[src/design/pattern_output_pkg.sv]
// Function
// - sixteen outputs form four 4-bit groups updating simultaneously and independently
// - each group picks its trigger from four timer channel compare strobes
// - pattern output enabled per bit; other bits behave as ordinary port bits
// - optional non-overlap mode delays rising edges by a margin after falls
// - a group's selected compare strobe also raises a dma request
// - each direction register is 8-bit, write-only, cleared to zero at reset
// - low port value holds groups 0 and 1, high port value groups 2, 3
// - port value bits with pattern output enabled ignore writes; others stay writable
// - selected trigger copies staged low-byte bits into low port value bits
// - staged low byte is 8 bits, cleared by reset and hardware standby
// - groups 0,1 shared trigger: one byte at 0xffa5, 0xffa7 reads all ones
// - groups 0,1 split: group 1 upper 0xffa5, group 0 lower 0xffa7, rest ones
// - groups 2,3 shared at 0xffa4; split: group 3 at 0xffa4, group 2 0xffa6
// - register decode uses only the lower sixteen address bits
// - selected trigger copies staged high-byte bits into high port value bits
// - bits with output enable clear are never copied; port value unchanged
// - two-bit field per group selects channel 0-3; reset all ones selects 3
package pattern_output_pkg;

   // register offsets, lower sixteen address bits
   localparam logic [15:0] ADDR_MODE = 16'hffa0;
   localparam logic [15:0] ADDR_TRIG_SEL = 16'hffa1;
   localparam logic [15:0] ADDR_OE_HIGH = 16'hffa2;
   localparam logic [15:0] ADDR_OE_LOW = 16'hffa3;
   localparam logic [15:0] ADDR_STAGED_HIGH = 16'hffa4;
   localparam logic [15:0] ADDR_STAGED_LOW = 16'hffa5;
   localparam logic [15:0] ADDR_STAGED_G2 = 16'hffa6;
   localparam logic [15:0] ADDR_STAGED_G0 = 16'hffa7;
   localparam logic [15:0] ADDR_LOW_DIR = 16'hffd1;
   localparam logic [15:0] ADDR_LOW_VALUE = 16'hffd3;
   localparam logic [15:0] ADDR_HIGH_DIR = 16'hffd4;
   localparam logic [15:0] ADDR_HIGH_VALUE = 16'hffd6;

   // reset values
   localparam logic [7:0] RST_MODE = 8'hf0;
   localparam logic [7:0] RST_TRIG_SEL = 8'hff;
   localparam logic [7:0] RST_ZERO = 8'h00;
   localparam logic [7:0] READ_ONES = 8'hff;
   localparam logic [3:0] NIBBLE_ONES = 4'hf;

   // field layout
   localparam int GROUPS = 4;
   localparam int GROUP_BITS = 4;
   localparam int SEL_BITS = 2;
   localparam int PINS = GROUPS * GROUP_BITS;

   // non-overlap margin, least time, rounded up to whole cycles
   localparam int CLK_PERIOD_PS = 8000;
   localparam int NOV_MARGIN_PS = 32000;
   localparam int NOV_MARGIN_CYCLES = (NOV_MARGIN_PS + CLK_PERIOD_PS - 1) / CLK_PERIOD_PS;

   // one register-port request
   typedef struct packed {
      logic [15:0] addr;
      logic [7:0] wdata;
      logic wr;
      logic rd;
   } reg_req_s;

endpackage

[src/design/pattern_output_unit.sv]
// Our own choice: the address-and-strobe port.
module pattern_output_unit
   import pattern_output_pkg::*;
#(
   parameter int NOV_CYCLES = NOV_MARGIN_CYCLES
) (
   input wire logic i_clk_sys, // 125 MHz system clock
   input wire logic i_rst_n, // async reset, active low
   input wire logic i_hw_standby, // hardware standby, clears registers
   input wire logic [31:0] i_addr, // register address
   input wire logic [7:0] i_wdata, // register write data
   input wire logic i_wr, // write strobe
   input wire logic i_rd, // read strobe
   output logic [7:0] o_rdata, // read data, cycle after strobe
   input wire logic [3:0] i_cmp_match, // timer channel compare strobes
   output logic [3:0] o_dma_req, // per-group dma request pulse
   input wire logic [15:0] i_pin_in, // pin levels, asynchronous
   output logic [15:0] o_pin_out, // pin drive value
   output logic [15:0] o_pin_oe // pin output enable
);

   // the margin counter is eight bits wide
   initial begin
      if (NOV_CYCLES < 1 || NOV_CYCLES > 255) begin
         $error("NOV_CYCLES out of range");
      end
   end

   ////////////////////////////////////////////////////////////////////////////////
   // registers
   logic [3:0] mode; // non-overlap enable per group
   logic [7:0] trig_sel;
   logic [15:0] oe_bits; // pattern output enable per bit
   logic [15:0] staged;
   logic [15:0] dir;
   logic [15:0] port_val;
   logic [15:0] pend; // rising bits waiting for the margin
   logic [7:0] nov_cnt [GROUPS];
   logic [3:0] dma_req;
   logic [15:0] pin_s1, pin_s2, pin_s3, pin_lvl;

   ////////////////////////////////////////////////////////////////////////////////
   // address decode on the low half only
   reg_req_s req;
   assign req = '{addr: i_addr[15:0], wdata: i_wdata, wr: i_wr, rd: i_rd};

   wire shared_low = trig_sel[1:0] == trig_sel[3:2];
   wire shared_high = trig_sel[5:4] == trig_sel[7:6];
   wire hit_mode = req.addr == ADDR_MODE;
   wire hit_sel = req.addr == ADDR_TRIG_SEL;
   wire hit_oe_h = req.addr == ADDR_OE_HIGH;
   wire hit_oe_l = req.addr == ADDR_OE_LOW;
   wire hit_stg_h = req.addr == ADDR_STAGED_HIGH;
   wire hit_stg_l = req.addr == ADDR_STAGED_LOW;
   wire hit_stg_g2 = req.addr == ADDR_STAGED_G2;
   wire hit_stg_g0 = req.addr == ADDR_STAGED_G0;
   wire hit_dir_l = req.addr == ADDR_LOW_DIR;
   wire hit_val_l = req.addr == ADDR_LOW_VALUE;
   wire hit_dir_h = req.addr == ADDR_HIGH_DIR;
   wire hit_val_h = req.addr == ADDR_HIGH_VALUE;

   // staged nibble write enables follow the trigger sharing
   wire [3:0] stg_we;
   assign stg_we[0] = req.wr & ((hit_stg_l & shared_low) | (hit_stg_g0 & ~shared_low));
   assign stg_we[1] = req.wr & hit_stg_l;
   assign stg_we[2] = req.wr & ((hit_stg_h & shared_high) | (hit_stg_g2 & ~shared_high));
   assign stg_we[3] = req.wr & hit_stg_h;
   wire [3:0][3:0] stg_wdata;
   assign stg_wdata[0] = hit_stg_g0 ? req.wdata[3:0] : req.wdata[3:0];
   assign stg_wdata[1] = req.wdata[7:4];
   assign stg_wdata[2] = req.wdata[3:0];
   assign stg_wdata[3] = req.wdata[7:4];

   ////////////////////////////////////////////////////////////////////////////////
   // read mux; reserved nibbles read as ones
   wire [7:0] rd_stg_l = shared_low ? staged[7:0] : {staged[7:4], NIBBLE_ONES};
   wire [7:0] rd_stg_g0 = shared_low ? READ_ONES : {NIBBLE_ONES, staged[3:0]};
   wire [7:0] rd_stg_h = shared_high ? staged[15:8] : {staged[15:12], NIBBLE_ONES};
   wire [7:0] rd_stg_g2 = shared_high ? READ_ONES : {NIBBLE_ONES, staged[11:8]};
   // input bits read the pin, output bits read the register
   wire [15:0] port_rd = (port_val & dir) | (pin_lvl & ~dir);
   logic [7:0] rd_mux;
   always_comb begin
      case (1'b1)
         hit_mode: rd_mux = {NIBBLE_ONES, mode};
         hit_sel: rd_mux = trig_sel;
         hit_oe_h: rd_mux = oe_bits[15:8];
         hit_oe_l: rd_mux = oe_bits[7:0];
         hit_stg_h: rd_mux = rd_stg_h;
         hit_stg_l: rd_mux = rd_stg_l;
         hit_stg_g2: rd_mux = rd_stg_g2;
         hit_stg_g0: rd_mux = rd_stg_g0;
         hit_val_l: rd_mux = port_rd[7:0];
         hit_val_h: rd_mux = port_rd[15:8];
         default: rd_mux = READ_ONES; // write-only and unmapped read ones
      endcase
   end

   // read data stands only in the cycle after the strobe
   always_ff @(posedge i_clk_sys or negedge i_rst_n) begin
      if (!i_rst_n) begin
         o_rdata <= RST_ZERO;
      end else begin
         o_rdata <= req.rd ? rd_mux : RST_ZERO;
      end
   end

   ////////////////////////////////////////////////////////////////////////////////
   // pin input synchroniser; a change counts once stages two and three agree
   always_ff @(posedge i_clk_sys or negedge i_rst_n) begin
      if (!i_rst_n) begin
         pin_s1 <= '0;
         pin_s2 <= '0;
         pin_s3 <= '0;
         pin_lvl <= '0;
      end else begin
         pin_s1 <= i_pin_in;
         pin_s2 <= pin_s1;
         pin_s3 <= pin_s2;
         pin_lvl <= (pin_s2 & pin_s3) | (pin_lvl & (pin_s2 ^ pin_s3));
      end
   end

   ////////////////////////////////////////////////////////////////////////////////
   // control registers; hardware standby clears, software standby is not seen here
   always_ff @(posedge i_clk_sys or negedge i_rst_n) begin
      if (!i_rst_n) begin
         mode <= RST_MODE[3:0];
         trig_sel <= RST_TRIG_SEL;
         oe_bits <= '0;
         dir <= '0;
      end else if (i_hw_standby) begin
         mode <= RST_MODE[3:0];
         trig_sel <= RST_TRIG_SEL;
         oe_bits <= '0;
         dir <= '0;
      end else begin
         if (req.wr & hit_mode) mode <= req.wdata[3:0];
         if (req.wr & hit_sel) trig_sel <= req.wdata;
         if (req.wr & hit_oe_h) oe_bits[15:8] <= req.wdata;
         if (req.wr & hit_oe_l) oe_bits[7:0] <= req.wdata;
         if (req.wr & hit_dir_l) dir[7:0] <= req.wdata;
         if (req.wr & hit_dir_h) dir[15:8] <= req.wdata;
      end
   end

   ////////////////////////////////////////////////////////////////////////////////
   // per-group trigger, copy and non-overlap logic
   // nets, so each group drives only its own slice
   wire [15:0] next_port_val;
   wire [15:0] next_pend;
   wire [15:0] next_staged;
   wire [3:0] trig;

   // cpu write to port value: only bits without pattern output take it
   wire [15:0] cpu_val_we = {{8{req.wr & hit_val_h}}, {8{req.wr & hit_val_l}}} & ~oe_bits;
   wire [15:0] cpu_val = (port_val & ~cpu_val_we) | ({req.wdata, req.wdata} & cpu_val_we);

   genvar g;
   generate
      for (g = 0; g < GROUPS; g++) begin : grp
         localparam int LO = g * GROUP_BITS;
         wire [1:0] sel = trig_sel[g*SEL_BITS +: SEL_BITS];
         wire [3:0] en = oe_bits[LO +: GROUP_BITS];
         wire [3:0] stg = staged[LO +: GROUP_BITS];
         wire [3:0] cur = cpu_val[LO +: GROUP_BITS];
         wire margin_end = nov_cnt[g] == 8'h01;
         wire [3:0] plain_copy = (stg & en) | (cur & ~en);
         wire [3:0] fall_only = (stg & cur & en) | (cur & ~en);
         assign trig[g] = i_cmp_match[sel];
         // old staged nibble is used even when a write lands now
         assign next_staged[LO +: GROUP_BITS] = stg_we[g] ? stg_wdata[g] : stg;
         logic [3:0] next_grp_val;
         logic [3:0] next_grp_pend;
         assign next_port_val[LO +: GROUP_BITS] = next_grp_val;
         assign next_pend[LO +: GROUP_BITS] = next_grp_pend;
         always_comb begin
            next_grp_val = cur;
            next_grp_pend = pend[LO +: GROUP_BITS];
            if (margin_end) begin
               // rise pending bits still enabled after the margin
               next_grp_val = cur | (pend[LO +: GROUP_BITS] & en);
               next_grp_pend = '0;
            end
            if (trig[g] && !mode[g]) begin
               next_grp_val = plain_copy;
               next_grp_pend = '0;
            end else if (trig[g] && mode[g]) begin
               next_grp_val = fall_only;
               next_grp_pend = stg & en;
            end
         end
         // margin counter restarts on every trigger in non-overlap mode
         always_ff @(posedge i_clk_sys or negedge i_rst_n) begin
            if (!i_rst_n) begin
               nov_cnt[g] <= 8'h00;
            end else if (i_hw_standby) begin
               nov_cnt[g] <= 8'h00;
            end else if (trig[g] && mode[g]) begin
               nov_cnt[g] <= 8'(NOV_CYCLES);
            end else if (nov_cnt[g] != 8'h00) begin
               nov_cnt[g] <= nov_cnt[g] - 8'h01;
            end
         end
      end
   endgenerate

   // staged data, port values and dma pulses
   always_ff @(posedge i_clk_sys or negedge i_rst_n) begin
      if (!i_rst_n) begin
         staged <= '0;
         port_val <= '0;
         pend <= '0;
         dma_req <= '0;
      end else if (i_hw_standby) begin
         staged <= '0;
         port_val <= '0;
         pend <= '0;
         dma_req <= '0;
      end else begin
         staged <= next_staged;
         port_val <= next_port_val;
         pend <= next_pend;
         dma_req <= trig;
      end
   end

   ////////////////////////////////////////////////////////////////////////////////
   // pin drive; direction must be set by software for pattern pins
   assign o_pin_out = port_val;
   assign o_pin_oe = dir;
   assign o_dma_req = dma_req;

endmodule

[config.mk]
export PLATFORM = sky130hd
export DESIGN_NAME = pattern_output_unit
export DESIGN_NICKNAME = d
export VERILOG_FILES = /design/src/design/pattern_output_pkg.sv /design/src/design/pattern_output_unit.sv
export SDC_FILE = /design/constraint.sdc
export NUM_CORES = 1
export LEC_CHECK = 0
export BUFFER_PORTS_ARGS = -buffer_cell sky130_fd_sc_hd__buf_2
export CAP_MARGIN = 30
export CORE_MARGIN = 1.5
export CORE_UTILIZATION = 45
export DETAILED_ROUTE_END_ITERATION = 10
export PLACE_DENSITY = 0.61
export SKIP_CTS_REPAIR_TIMING = 1
export SYNTH_ARGS = -nofsm -noshare
export SYNTH_HDL_FRONTEND = slang
export SYNTH_SLANG_ARGS = --single-unit
[constraint.sdc]
create_clock -name i_clk_sys -period 3.62 [get_ports i_clk_sys]
set_input_delay 0.724 -clock i_clk_sys [delete_from_list [all_inputs] [get_ports i_clk_sys]]
set_output_delay 0.724 -clock i_clk_sys [all_outputs]
set_load 0.02 [all_outputs]
==> impl_metrics.toml <==
[cts]
cts.clk_slew.worst_paths_ns = 0.08
cts_buffers = 17
cts_root_buffer = "clkbuf_16"
cts_max_level = 4
cts_tree = "done"
worstSkewPairLatency_ns = 0.45
cts_sinks = 200
cts.path.max_buffers = 2

[drt]
wl_per_cell_um = 21.1
wl_um = 26100
drc = 0
dr.pass1.iters = 4
vias = 7309
ant_nets = 0
vias_per_cell = 5.89
dr.first_iter.drc_count = 545

[layout]
fill_cells = 1906
finish.utilization_pct = 52.5
antennaDiodeCount = 0
drive_gt1_share_pct = 18.1
area_growth_pct = 14.2
finalInstanceArea_um2 = 11000
fin_nets = 1042

[grt]
grt_pass1_vias = 7056
grt_overflow = 0
track_usage_pct = 24.3
grt_max_degree = 85
antenna_found_initial = 0
grt_pass1_wl_um = 40900

[setup_path]
critPathMaxFanout = 26
rr_endpoint = "o_pin_out[10]"
worstPathRequired_ns = 3.94
worstRegToRegCells = 5
criticalPathCategory = "in2reg"
cp-end-kind = "flop"
r2r-start = "trig_sel[4]"
worstPathArrival_ns = 2.72
crit_path_start_kind = "primary input"
reg2reg_slack_ns = 1.27

[logic_synthesis]
synth-edff-count = 0
syn-num-nets = 962
synth_top_cell_by_area = "dfrtp_1"
synth.ff_latch_count = 200
syn-mean-instance-area_um2 = 11.1
synth_top_area_share_pct = 49.7
synth_area_leaders = "dfrtp_1 (50%), mux2i_1 (8.8%), nor2_1 (3.7%)"
synth_cell_types = 77
yosysSeqAreaShare_pct = 51.9
syn_area_um2 = 9670
synthFlopType = "dfrtp_1"
synth_cells = 873
yosysWarnings = 0
synthArstFlopShare_pct = 100

[die]
num_rows = 53
io_pins = 109
die_area_um2 = 22400
fp.dieW_um = 150
fp.coreArea_um2 = 21000
dieHeight_um = 150
initial_utilization_pct = 46.0

[placement]
port_buffers = 92
gp_congestion = 0.913
place_area_um2 = 10400
dp_hpwl_um = 18400

[sta]
finalCritPeriodShare_pct = 66.3
fmax_mhz = 417
setup_viol = 0
hold_slack_ns = 0.285
rsz0062_at_grt = "no"
slew_violations = 0
relSlewSlack_pct = 54.9
hold_viol = 0
min_period_ns = 2.40
finClkSkew_ns = 0.00901
setup_tns_ns = 0
worstMarginPinSlew_ns = 0.677

[power]
peakVddDrop_uv = 294
leakagePower_nw = 5.00
power_mw = 5.73
pwr_density_cell_nw_per_um2 = 519

[hold_path]
hp-class = "in2async"

[job]
drv_cap = 0

[outcome]
status = "finished, final reports clean"
==> final cells by class <==
cell class	count	area (um^2)	share of cell area, %
flip-flops and latches	200	5010	45.4
well taps	275	344	3.12
clock inverters	15	195	1.77
multi-input cells	605	4380	39.6
clock buffers	17	425	3.85
inverters	23	86.3	0.782
repair buffers	106	599	5.43
==> placed cells by master, fill, tap and decap left out, types with 6 or more instances in the layout <==
cell type / count
and3_1: 8
nand2_1: 50
clkinv_8: 6
ha_1: 24
dfrtp_1: 192
buf_4: 12
nor2b_1: 10
mux4_2: 6
buf_2: 91
nor2_1: 96
a2111oi_0: 12
a22oi_1: 7
nor4_1: 12
mux2i_1: 85
xor2_1: 10
a211oi_1: 12
a32o_1: 16
o31ai_1: 9
nand3_1: 20
o21ai_0: 16
a21o_1: 21
nor3_1: 19
a21oi_1: 36
o211ai_1: 8
xnor2_1: 14
inv_1: 23
clkbuf_16: 17
dfstp_2: 8
nand4_1: 12
==> kinds of logic after synthesis <==
family	after synthesis	synth area share, %
AO/OA/AOI/OAI	182	13.9
XOR/XNOR	24	2.17
adder cells (fa/ha/maj)	24	3.11
buffers and inverters	68	2.89
flip-flops	200	51.9
multiplexers	93	10.4
AND/OR/NAND/NOR	282	15.7
==> worst max-delay path by stage <==
stage          slack [ns]  depth (start not counted)       from             to
2_1_floorplan        1.41                          7  i_addr[2]    trig_sel[7]
3_3_place_gp         0.80                          6  i_addr[1]  o_pin_out[14]
3_5_place_dp         0.72                          6  i_addr[1]  o_pin_out[13]
4_1_cts              1.25                          6  i_addr[1]  o_pin_out[13]
5_1_grt              1.09                          6  i_addr[1]  o_pin_out[13]
6_report             1.22                          6  i_addr[1]  o_pin_out[13]
==> through the flow <==
step / setup WS, ns / cells
after floorplan: 1.41 / 873
after global routing: 1.09 / 1241
after CTS: 1.25 / 1241
after detailed placement: 0.719 / 1209
final: 1.22 / 1241
after global placement: 0.804 / 1209
==> registers in the layout, indices dropped and copies added (netlist names), 8 cells and up <==
register,flops
pend,16
staged,16
pin_s2,16
oe_bits,16
o_pin_out,16
o_pin_oe,16
pin_s1,16
pin_s3,16
nov_cnt,32
pin_lvl,16
o_rdata,8
trig_sel,8
==> power by group <==
part / leakage [nW] / switching, mW / internal [mW]
clock: 0.295 / 1.03 / 0.950
combinational: 2.13 / 0.678 / 0.475
sequential: 2.58 / 0.174 / 2.42
==> layer usage <==
layer	vias to the layer above	routed length (um)	track usage, %
li1	3396	-	-
met1	3636	12200	35.0
met2	235	12100	37.4
met3	42	1270	3.60
met4	0	530	8.27
met5	-	0	0
==> worst max-delay path: stages <==
cell and delay (ns):
buf_2 0.40, and4bb_2 0.53, nand2_1 0.27, nor2_8 0.27
mux2i_1 0.10, a2111oi_0 0.41
==> Yosys cell counts (all sizes together) (4+ instances only) <==
| library cell | instances |
|---|---|
| and2 | 4 |
| nor4 | 15 |
| o32ai | 5 |
| nor2b | 10 |
| a32o | 16 |
| and4 | 4 |
| dfrtp | 192 |
| buf | 16 |
| a31oi | 4 |
| mux4 | 6 |
| and4b | 4 |
| o31a | 4 |
| nor2 | 98 |
| a21o | 21 |
| o21ai | 16 |
| nand3 | 21 |
| xnor2 | 14 |
| o31ai | 9 |
| a211oi | 12 |
| clkbuf | 29 |
| nand4 | 13 |
| inv | 23 |
| o211ai | 8 |
| a22oi | 7 |
| and3 | 8 |
| a21oi | 36 |
| or3 | 5 |
| a2111oi | 14 |
| dfstp | 8 |
| ha | 24 |
| a2bb2oi | 4 |
| or4 | 4 |
| mux2i | 85 |
| nor3 | 21 |
| nand2 | 50 |
| xor2 | 10 |
Power figures use the tool's default switching activity.
